<file path="src/rtl/cqm_map.svh">
// Register map, field positions, reset values and counts of the channel quality monitor
// Assumes a 32-bit APB slave with word-aligned registers
`ifndef CQM_MAP_SVH
`define CQM_MAP_SVH

`define CQM_CFG_OFS 12'h000
`define CQM_MSE_OFS 12'h004
`define CQM_MSE_WORST_OFS 12'h008
`define CQM_SQI_OFS 12'h00C
`define CQM_PEAK_OFS 12'h010
`define CQM_SLICER_OFS 12'h014
`define CQM_STATUS_OFS 12'h018
`define CQM_THR_BASE_OFS 12'h020

`define CQM_CFG_EN_BIT 0
`define CQM_CFG_SQU_BIT 1
`define CQM_CFG_CAP_BIT 2
`define CQM_CFG_CHAN_LSB 4
`define CQM_CFG_MFS_LSB 8
`define CQM_CFG_PFS_LSB 12
`define CQM_CFG_MSS_LSB 16
`define CQM_CFG_PSS_LSB 20
`define CQM_SQI_WORST_LSB 4
`define CQM_PEAK_WORST_LSB 8
`define CQM_STATUS_DROP_LSB 16

`define CQM_THR_RST_STEP 9'h040
`define CQM_MSE_MAX 9'h1FF
`define CQM_PEAK_MAX 6'h3F
`define CQM_PEAK_SCALE_ADD 5'h03
`define CQM_SQI_BEST 3'h7
`define CQM_PERIOD_SYMBOLS 65536
`define CQM_PERIOD_US 524288

`define CQM_LVL_HI 10'sh080
`define CQM_LVL_MID 10'sh040
`define CQM_THR_FAST 10'sh040
`define CQM_THR_GIG_OUT 10'sh060
`define CQM_THR_GIG_IN 10'sh020
`define CQM_ERR_GIG 10'sh020
`define CQM_ERR_FAST 10'sh040

`endif

</file>
<file path="src/rtl/cqm_pkg.sv">
// Types shared by the channel quality monitor
// Assumes cqm_map.svh supplies the numeric constants
package cqm_pkg;

    localparam int PAIRS = 4;
    localparam int FRAC = 8;
    localparam int ACC_W = 13 + FRAC;

    typedef enum logic {
        MODE_FAST = 1'b0,
        MODE_GIG = 1'b1
    } rx_mode_e;

    typedef logic [ACC_W-1:0] acc_t;

    typedef struct packed {
        logic en;
        logic squ;
        logic [1:0] chan;
        logic [3:0] mfs;
        logic [3:0] pfs;
        logic [3:0] mss;
        logic [3:0] pss;
        logic [7:1][8:0] thr;
        logic [15:0] sym_cnt;
        logic [PAIRS-1:0][ACC_W-1:0] mean_f;
        logic [PAIRS-1:0][ACC_W-1:0] peak_f;
        logic [PAIRS-1:0][ACC_W-1:0] peak_max;
        logic [PAIRS-1:0][12:0] slicer_lat;
        logic [PAIRS-1:0][8:0] mse_lat;
        logic [PAIRS-1:0][8:0] mse_worst;
        logic [PAIRS-1:0][2:0] sqi_lat;
        logic [PAIRS-1:0][2:0] sqi_worst;
        logic [PAIRS-1:0][5:0] peak_lat;
        logic [PAIRS-1:0][5:0] peak_worst;
        logic [8:0] cap_mse;
        logic [8:0] cap_mse_worst;
        logic [2:0] cap_sqi;
        logic [2:0] cap_sqi_worst;
        logic [5:0] cap_peak;
        logic [5:0] cap_peak_worst;
        logic [12:0] cap_slicer;
        logic [PAIRS-1:0] link_drop;
        logic pready;
        logic pslverr;
        logic [31:0] prdata;
    } state_s;

endpackage

</file>
<file path="src/rtl/channel_quality_monitor.sv">
// Channel quality monitor: slicer error filtering, mean/peak/quality results per receive pair
// Assumes samples arrive on pclk from the receiver, all pairs together on one strobe
`timescale 1ns/1ns
`include "cqm_map.svh"

module channel_quality_monitor import cqm_pkg::*; #(
    parameter int SYMBOLS_PER_PERIOD = `CQM_PERIOD_SYMBOLS
) (
    input wire logic pclk, // Bus and symbol clock, 125 MHz
    input wire logic presetn, // Asynchronous reset, active low
    input wire logic psel, // APB select
    input wire logic penable, // APB access phase
    input wire logic pwrite, // APB write
    input wire logic [11:0] paddr, // APB byte address
    input wire logic [31:0] pwdata, // APB write data
    input wire logic [3:0] pstrb, // APB byte strobes
    output logic [31:0] prdata, // APB read data
    output logic pready, // APB ready
    output logic pslverr, // APB error on unmapped address
    input wire logic sample_valid, // One symbol on every pair
    input wire logic [PAIRS*10-1:0] sample_data, // Signed 10-bit equalised sample per pair
    input wire logic rx_mode, // 1 gigabit five-level, 0 fast three-level
    output logic [PAIRS-1:0] link_drop // Pair quality index is 0
);

    localparam logic [15:0] PERIOD_LAST = 16'(SYMBOLS_PER_PERIOD - 1);

    state_s st_ff;
    state_s nxt_st;

    //------------------------------------------------------------
    // Reset value
    //------------------------------------------------------------
    function automatic state_s rst_state();
        state_s s;
        s = '0;
        for (int n = 1; n <= 7; n++) begin
            s.thr[n] = 9'(`CQM_THR_RST_STEP * (8 - n));
        end
        s.sqi_lat = {PAIRS{`CQM_SQI_BEST}};
        s.sqi_worst = {PAIRS{`CQM_SQI_BEST}};
        s.cap_sqi = `CQM_SQI_BEST;
        s.cap_sqi_worst = `CQM_SQI_BEST;
        return s;
    endfunction

    localparam state_s RST_STATE = rst_state();

    //------------------------------------------------------------
    // Slicer: scaled error of one sample
    //------------------------------------------------------------
    function automatic logic [12:0] slice_err(input logic signed [9:0] smp, input logic gig, input logic squ);
        logic signed [9:0] lvl;
        logic signed [9:0] err;
        logic [6:0] mag;
        lvl = '0;
        err = '0;
        mag = '0;
        if (gig) begin
            if (smp > `CQM_THR_GIG_OUT) begin
                lvl = `CQM_LVL_HI;
            end else if (smp > `CQM_THR_GIG_IN) begin
                lvl = `CQM_LVL_MID;
            end else if (smp >= -`CQM_THR_GIG_IN) begin
                lvl = '0;
            end else if (smp >= -`CQM_THR_GIG_OUT) begin
                lvl = -`CQM_LVL_MID;
            end else begin
                lvl = -`CQM_LVL_HI;
            end
        end else begin
            if (smp > `CQM_THR_FAST) begin
                lvl = `CQM_LVL_HI;
            end else if (smp >= -`CQM_THR_FAST) begin
                lvl = '0;
            end else begin
                lvl = -`CQM_LVL_HI;
            end
        end
        err = smp - lvl;
        if (gig) begin
            if (err > `CQM_ERR_GIG) begin
                err = `CQM_ERR_GIG;
            end else if (err < -`CQM_ERR_GIG) begin
                err = -`CQM_ERR_GIG;
            end
        end else begin
            if (err > `CQM_ERR_FAST) begin
                err = `CQM_ERR_FAST;
            end else if (err < -`CQM_ERR_FAST) begin
                err = -`CQM_ERR_FAST;
            end
        end
        mag = 7'(err < 0 ? -err : err);
        if (gig) begin
            mag = 7'({mag[5:0], 1'b0});
        end
        if (squ) begin
            return 13'(mag * mag);
        end
        return 13'(mag);
    endfunction

    //------------------------------------------------------------
    // One low-pass step: f += (x - f) / 2^shift
    //------------------------------------------------------------
    function automatic acc_t lp_step(input acc_t f, input logic [12:0] x, input logic [3:0] shift);
        logic signed [ACC_W:0] diff;
        logic signed [ACC_W:0] sum;
        diff = $signed({1'b0, x, {FRAC{1'b0}}}) - $signed({1'b0, f});
        sum = $signed({1'b0, f}) + (diff >>> shift);
        return acc_t'(sum[ACC_W-1:0]);
    endfunction

    //------------------------------------------------------------
    // Result scaling and saturation
    //------------------------------------------------------------
    function automatic logic [8:0] mse_of(input acc_t f, input logic [3:0] sc);
        logic [12:0] v;
        v = 13'(f[ACC_W-1:FRAC] >> sc);
        return (v > 13'(`CQM_MSE_MAX)) ? `CQM_MSE_MAX : v[8:0];
    endfunction

    function automatic logic [5:0] peak_of(input acc_t f, input logic [3:0] sc);
        logic [12:0] v;
        v = 13'(f[ACC_W-1:FRAC] >> (5'(sc) + `CQM_PEAK_SCALE_ADD));
        return (v > 13'(`CQM_PEAK_MAX)) ? `CQM_PEAK_MAX : v[5:0];
    endfunction

    //------------------------------------------------------------
    // Quality index from the threshold table
    //------------------------------------------------------------
    function automatic logic [2:0] sqi_of(input logic [8:0] m, input logic [7:1][8:0] thr);
        logic [2:0] q;
        q = '0;
        for (int n = 1; n <= 7; n++) begin
            if (m <= thr[n]) begin
                q = 3'(n);
            end
        end
        return q;
    endfunction

    //------------------------------------------------------------
    // Register read mux
    //------------------------------------------------------------
    function automatic logic [32:0] rd_word(input state_s s, input logic [11:0] a);
        logic [32:0] r;
        r = '0;
        case (a)
            `CQM_CFG_OFS: begin
                r[`CQM_CFG_EN_BIT] = s.en;
                r[`CQM_CFG_SQU_BIT] = s.squ;
                r[`CQM_CFG_CHAN_LSB +: 2] = s.chan;
                r[`CQM_CFG_MFS_LSB +: 4] = s.mfs;
                r[`CQM_CFG_PFS_LSB +: 4] = s.pfs;
                r[`CQM_CFG_MSS_LSB +: 4] = s.mss;
                r[`CQM_CFG_PSS_LSB +: 4] = s.pss;
            end
            `CQM_MSE_OFS: begin
                r[8:0] = s.cap_mse;
            end
            `CQM_MSE_WORST_OFS: begin
                r[8:0] = s.cap_mse_worst;
            end
            `CQM_SQI_OFS: begin
                r[2:0] = s.cap_sqi;
                r[`CQM_SQI_WORST_LSB +: 3] = s.cap_sqi_worst;
            end
            `CQM_PEAK_OFS: begin
                r[5:0] = s.cap_peak;
                r[`CQM_PEAK_WORST_LSB +: 6] = s.cap_peak_worst;
            end
            `CQM_SLICER_OFS: begin
                r[12:0] = s.cap_slicer;
            end
            `CQM_STATUS_OFS: begin
                for (int p = 0; p < PAIRS; p++) begin
                    r[4*p +: 3] = s.sqi_lat[p];
                end
                r[`CQM_STATUS_DROP_LSB +: PAIRS] = s.link_drop;
            end
            default: begin
                r[32] = 1'b1;
                for (int n = 1; n <= 7; n++) begin
                    if (a == 12'(`CQM_THR_BASE_OFS + 4 * (n - 1))) begin
                        r[8:0] = s.thr[n];
                        r[32] = 1'b0;
                    end
                end
            end
        endcase
        return r;
    endfunction

    //------------------------------------------------------------
    // Next state
    //------------------------------------------------------------
    always_comb begin
        logic setup;
        logic access;
        logic wr;
        logic rd;
        logic period_end;
        logic [32:0] rw;
        logic [12:0] x;
        logic [8:0] m;
        logic [2:0] q;
        logic [5:0] pk;
        acc_t pmax;
        setup = psel & ~penable;
        access = psel & penable & st_ff.pready;
        wr = access & pwrite;
        rd = access & ~pwrite;
        period_end = 1'b0;
        rw = '0;
        x = '0;
        m = '0;
        q = '0;
        pk = '0;
        pmax = '0;
        nxt_st = st_ff;

        // Bus answer, zero wait states
        nxt_st.pready = setup;
        nxt_st.pslverr = 1'b0;
        if (setup) begin
            rw = rd_word(st_ff, paddr);
            nxt_st.pslverr = rw[32];
            nxt_st.prdata = pwrite ? 32'h0000_0000 : rw[31:0];
        end

        // Symbol period and filters
        if (st_ff.en && sample_valid) begin
            period_end = (st_ff.sym_cnt == PERIOD_LAST);
            nxt_st.sym_cnt = period_end ? 16'h0000 : 16'(st_ff.sym_cnt + 16'h0001);
            for (int p = 0; p < PAIRS; p++) begin
                x = slice_err($signed(sample_data[10*p +: 10]), rx_mode == MODE_GIG, st_ff.squ);
                nxt_st.mean_f[p] = lp_step(st_ff.mean_f[p], x, st_ff.mfs);
                nxt_st.peak_f[p] = lp_step(st_ff.peak_f[p], x, st_ff.pfs);
                pmax = (nxt_st.peak_f[p] > st_ff.peak_max[p]) ? nxt_st.peak_f[p] : st_ff.peak_max[p];
                nxt_st.peak_max[p] = period_end ? '0 : pmax;
                if (period_end) begin
                    m = mse_of(nxt_st.mean_f[p], st_ff.mss);
                    q = sqi_of(m, st_ff.thr);
                    pk = peak_of(pmax, st_ff.pss);
                    nxt_st.slicer_lat[p] = nxt_st.mean_f[p][ACC_W-1:FRAC];
                    nxt_st.mse_lat[p] = m;
                    nxt_st.sqi_lat[p] = q;
                    nxt_st.peak_lat[p] = pk;
                    nxt_st.link_drop[p] = (q == 3'h0);
                end
            end
        end

        // Worst values: clear on read of the captured pair, new latch wins
        for (int p = 0; p < PAIRS; p++) begin
            if (rd && paddr == `CQM_MSE_OFS && st_ff.chan == 2'(p)) begin
                nxt_st.mse_worst[p] = '0;
                nxt_st.sqi_worst[p] = `CQM_SQI_BEST;
            end
            if (rd && paddr == `CQM_PEAK_OFS && st_ff.chan == 2'(p)) begin
                nxt_st.peak_worst[p] = '0;
            end
            if (period_end) begin
                if (nxt_st.mse_lat[p] > nxt_st.mse_worst[p]) begin
                    nxt_st.mse_worst[p] = nxt_st.mse_lat[p];
                end
                if (nxt_st.sqi_lat[p] < nxt_st.sqi_worst[p]) begin
                    nxt_st.sqi_worst[p] = nxt_st.sqi_lat[p];
                end
                if (nxt_st.peak_lat[p] > nxt_st.peak_worst[p]) begin
                    nxt_st.peak_worst[p] = nxt_st.peak_lat[p];
                end
            end
        end

        // Register writes
        if (wr && pstrb == 4'hF) begin
            case (paddr)
                `CQM_CFG_OFS: begin
                    nxt_st.en = pwdata[`CQM_CFG_EN_BIT];
                    nxt_st.squ = pwdata[`CQM_CFG_SQU_BIT];
                    nxt_st.chan = pwdata[`CQM_CFG_CHAN_LSB +: 2];
                    nxt_st.mfs = pwdata[`CQM_CFG_MFS_LSB +: 4];
                    nxt_st.pfs = pwdata[`CQM_CFG_PFS_LSB +: 4];
                    nxt_st.mss = pwdata[`CQM_CFG_MSS_LSB +: 4];
                    nxt_st.pss = pwdata[`CQM_CFG_PSS_LSB +: 4];
                    if (!pwdata[`CQM_CFG_EN_BIT]) begin
                        nxt_st.sym_cnt = '0;
                        nxt_st.mean_f = '0;
                        nxt_st.peak_f = '0;
                        nxt_st.peak_max = '0;
                    end
                end
                default: begin
                    for (int n = 1; n <= 7; n++) begin
                        if (paddr == 12'(`CQM_THR_BASE_OFS + 4 * (n - 1))) begin
                            nxt_st.thr[n] = pwdata[8:0];
                        end
                    end
                end
            endcase
        end

        // Capture: bit never stored, pair results copied at once
        if (wr && pstrb == 4'hF && paddr == `CQM_CFG_OFS && pwdata[`CQM_CFG_CAP_BIT]) begin
            nxt_st.cap_mse = nxt_st.mse_lat[pwdata[`CQM_CFG_CHAN_LSB +: 2]];
            nxt_st.cap_mse_worst = nxt_st.mse_worst[pwdata[`CQM_CFG_CHAN_LSB +: 2]];
            nxt_st.cap_sqi = nxt_st.sqi_lat[pwdata[`CQM_CFG_CHAN_LSB +: 2]];
            nxt_st.cap_sqi_worst = nxt_st.sqi_worst[pwdata[`CQM_CFG_CHAN_LSB +: 2]];
            nxt_st.cap_peak = nxt_st.peak_lat[pwdata[`CQM_CFG_CHAN_LSB +: 2]];
            nxt_st.cap_peak_worst = nxt_st.peak_worst[pwdata[`CQM_CFG_CHAN_LSB +: 2]];
            nxt_st.cap_slicer = nxt_st.slicer_lat[pwdata[`CQM_CFG_CHAN_LSB +: 2]];
        end
    end

    //------------------------------------------------------------
    // State register
    //------------------------------------------------------------
    always_ff @(posedge pclk or negedge presetn) begin
        if (!presetn) begin
            st_ff <= RST_STATE;
        end else begin
            st_ff <= nxt_st;
        end
    end

    //------------------------------------------------------------
    // Outputs straight from the state register
    //------------------------------------------------------------
    assign prdata = st_ff.prdata;
    assign pready = st_ff.pready;
    assign pslverr = st_ff.pslverr;
    assign link_drop = st_ff.link_drop;

endmodule

</file>
<file path="config.mk">
export PLATFORM = sky130hd
export DESIGN_NAME = channel_quality_monitor
export DESIGN_NICKNAME = d
export VERILOG_FILES = /design/src/rtl/cqm_pkg.sv /design/src/rtl/channel_quality_monitor.sv
export VERILOG_INCLUDE_DIRS = /design/src /design/src/rtl
export SDC_FILE = /design/constraint.sdc
export NUM_CORES = 2
export LEC_CHECK = 0
export BUFFER_PORTS_ARGS = -buffer_cell sky130_fd_sc_hd__buf_2
export CORE_ASPECT_RATIO = 0.6
export CORE_UTILIZATION = 54
export CTS_CLUSTER_DIAMETER = 40
export DETAILED_ROUTE_END_ITERATION = 16
export PLACE_DENSITY = 0.7
export SLEW_MARGIN = 20
export SYNTH_ARGS = -nofsm -noshare
export SYNTH_HDL_FRONTEND = slang
export SYNTH_SLANG_ARGS = --single-unit
</file>
<file path="constraint.sdc">
create_clock -name pclk -period 23.6 [get_ports pclk]
set_input_delay 4.72 -clock pclk [delete_from_list [all_inputs] [get_ports pclk]]
set_output_delay 4.72 -clock pclk [all_outputs]
set_load 0.01 [all_outputs]
</file>
==> metrics.txt <==
vias in the first global route=69200; CTS tree=done; Synth Register Bits=626; Max Slew Vio Count=6; Mapped Area=72200 um2; leakage=36.7 nW; fmax=44.0 MHz; TritonCTS sink count=626; Setup crit start=sample_data[12]; DRT antenna net count=0; most common cell after layout, fill and taps aside=nand2_1; power per cell area=138 nW/um2; critical path fanouts, max=9; RePlAce Congestion=1.09; Worst Path Required=24.29 ns; CP Class=input pin to register; Async SR Flop Fraction=100%; Reg area=15700 um2; worst slew pin tran=1.72 ns; Crit path largest cell delay=0.60 ns; I/O pin cnt=133; Die Y=285 um; slowest CP cell=a221o_1; Critical R2R Launch=st_ff[632]; pin count of the biggest net entering global routing=171; Final Util=60.9%; layout cells sized above 1=12.3%; VDD IR max=227 uV; clock buffer depth=3; post-DR vias/cell=6.71; NumNets Final=10400; post-synthesis sequential area ratio=21.8%; HP Start=st_ff[231]; Max-Cap Viols=0; global-route usage over all layers=43.2%; H-tree depth=3; failing checks=max-slew violations; Root Driver=clkbuf_16; Port-buffer cells=116; WP data arrival=23.43 ns; Setup Viol. Count Final=0; Fin. Hold Viols=0; first-pass GRT wire length=444000 um; initial antenna violation count=12; outcome=finished with violations; vias=76000; DRC=0; Clk Latency, worst-skew pair=0.76 ns; max_slew headroom=-14.5%; commonest non-fill, non-tap cells in the layout=nand2_1 (1119), nor2_1 (968), ha_1 (771), a21oi_1 (736), dfrtp_1 (572); Core Box Area=132000 um2; CP dominant cell by count=ha_1; clock skew=0.0821 ns; detailed-placement wirelength estimate=234000 um; worst hold path class=register to register; mean routed wirelength per cell=26.5 um; Clock Pin Slew Worst Setup and Hold Paths=0.07 ns; synthesized area per cell=7.76 um2; # rows=103; Area Growth Syn to Fin=11.5%; Fillers=11900; CP Launch Type=input pin; Post-synth EDFFs=0; Yosys cell types=114; ys flop type=dfrtp_1; WL final=300000 um; Syn Inst Count=9298; gr ovfl total=0; fin crit share=96.4%; multi-input logic area=53200 um2; drt pass-1 iters=7; hold_ws=0.463 ns; Die Width=474 um; synth warn=0; DR iter-0 viols=10500; critical path endpoint category=register; Die Footprint=135000 um2; initial core utilization=54.6%; CTS buffer count=98; post-layout min period=22.74 ns
==> state kept, by name (all words and copies together), names as in the netlist <==
| signal | cells |
|---|---|
| st_ff | 596 |
| prdata | 24 |
| link_drop | 4 |
| pready | 1 |
| pslverr | 1 |
==> what timing repair did <==
action	in CTS	in global routing
hold buffers	0	0
gates resized for setup	0	117
buffers inserted	0	12
endpoints found under the setup margin	0	55
hold endpoints to repair	0	0
==> report_power, final <==
| group | internal, mW | switching, mW | total, mW |
|---|---|---|---|
| registers | 1.07 | 0.000356 | 1.07 |
| logic | 3.13 | 5.24 | 8.38 |
| clock network | 0.992 | 0.672 | 1.66 |
| total | 5.20 | 5.91 | 11.1 |
==> cells in the mapped netlist (66+ instances only) <==
cell type	number	area, um2
nand2_1	1122	4210
mux2i_1	290	2900
a31oi_1	87	544
and2_1	90	563
o21ai_0	571	2860
ha_1	773	9670
clkbuf_1	366	1370
a211oi_1	191	1430
nand3_1	192	961
o211ai_1	86	646
a21oi_1	748	3740
o21a_1	218	1640
xnor2_1	208	1820
fa_1	70	1400
a22oi_1	125	938
xor2_1	112	981
nand2b_1	116	726
or3_1	66	413
a21o_1	135	1010
inv_1	537	2020
nor2b_1	112	701
nor3_1	201	1010
mux2_2	143	1610
nand4_1	111	694
dfrtp_1	584	14600
nor2_1	980	3680
==> through the flow <==
stage | setup TNS (ns) | instances | worst slack, ns | power (mW) | cell area, um2
CTS | 0 | 11300 | 0.350 | 10.7 | 79800
global route | -0.138 | 11300 | -0.0750 | 11.7 | 80400
global placement | 0 | 11100 | 0.0352 | 8.81 | 76100
finish | 0 | 11300 | 0.858 | 11.1 | 80500
floorplan | 0 | 9305 | 1.14 | 6.30 | 72200
detailed placement | -2.27 | 11100 | -0.370 | 8.95 | 76100
==> worst max-delay path: cells and delay by family <==
| family | cells | cell delay (ns) |
|---|---|---|
| AND/OR/NAND/NOR | 23 | 4.46 |
| XOR/XNOR | 2 | 0.33 |
| adder cells (fa/ha/maj) | 12 | 4.58 |
| buffers and inverters | 6 | 1.07 |
| multiplexers | 3 | 0.78 |
| AO/OA/AOI/OAI | 31 | 7.45 |
==> area by class of cell <==
cell class	instances	share of cell area, %
tap	1785	2.78
multi-input combinational	7668	66.1
clock inverter	73	1.33
inverter	548	2.56
sequential	626	19.6
clock buffer	113	3.27
antenna	15	0.0467
timing repair buffer	493	4.35
==> metal layers <==
metal	wire (um)	global-route usage (%)	share of wire, %	vias up
met2	107000	53.1	36	4659
li1	-	-	-	34100
met1	133000	63.7	44	36700
met4	7690	9.93	2.6	20
met5	407	1.77	0.14	-
met3	51800	23.0	17	522
==> worst paths after layout <==
kind	end	slack, ns	cells past startpoint
hold / removal	st_ff[231]	0.46	2
setup / recovery	st_ff[64]	0.86	77
hold reg to reg	st_ff[231]	0.46	2
max in group asynchronous	st_ff[614]	16.36	4
min in group asynchronous	st_ff[622]	4.07	1
setup reg to reg	st_ff[64]	10.79	51
==> kinds of logic after synthesis <==
logic type      share of synthesized area, %
xor+xnor                                3.88
fa+ha+maj                               15.4
mux                                     7.97
flops                                   21.8
simple gates                            20.3
buf+inv                                 5.47
other cells                          0.00520
compound gates                          25.1
Note: power is estimated with default switching activity, not from simulation.
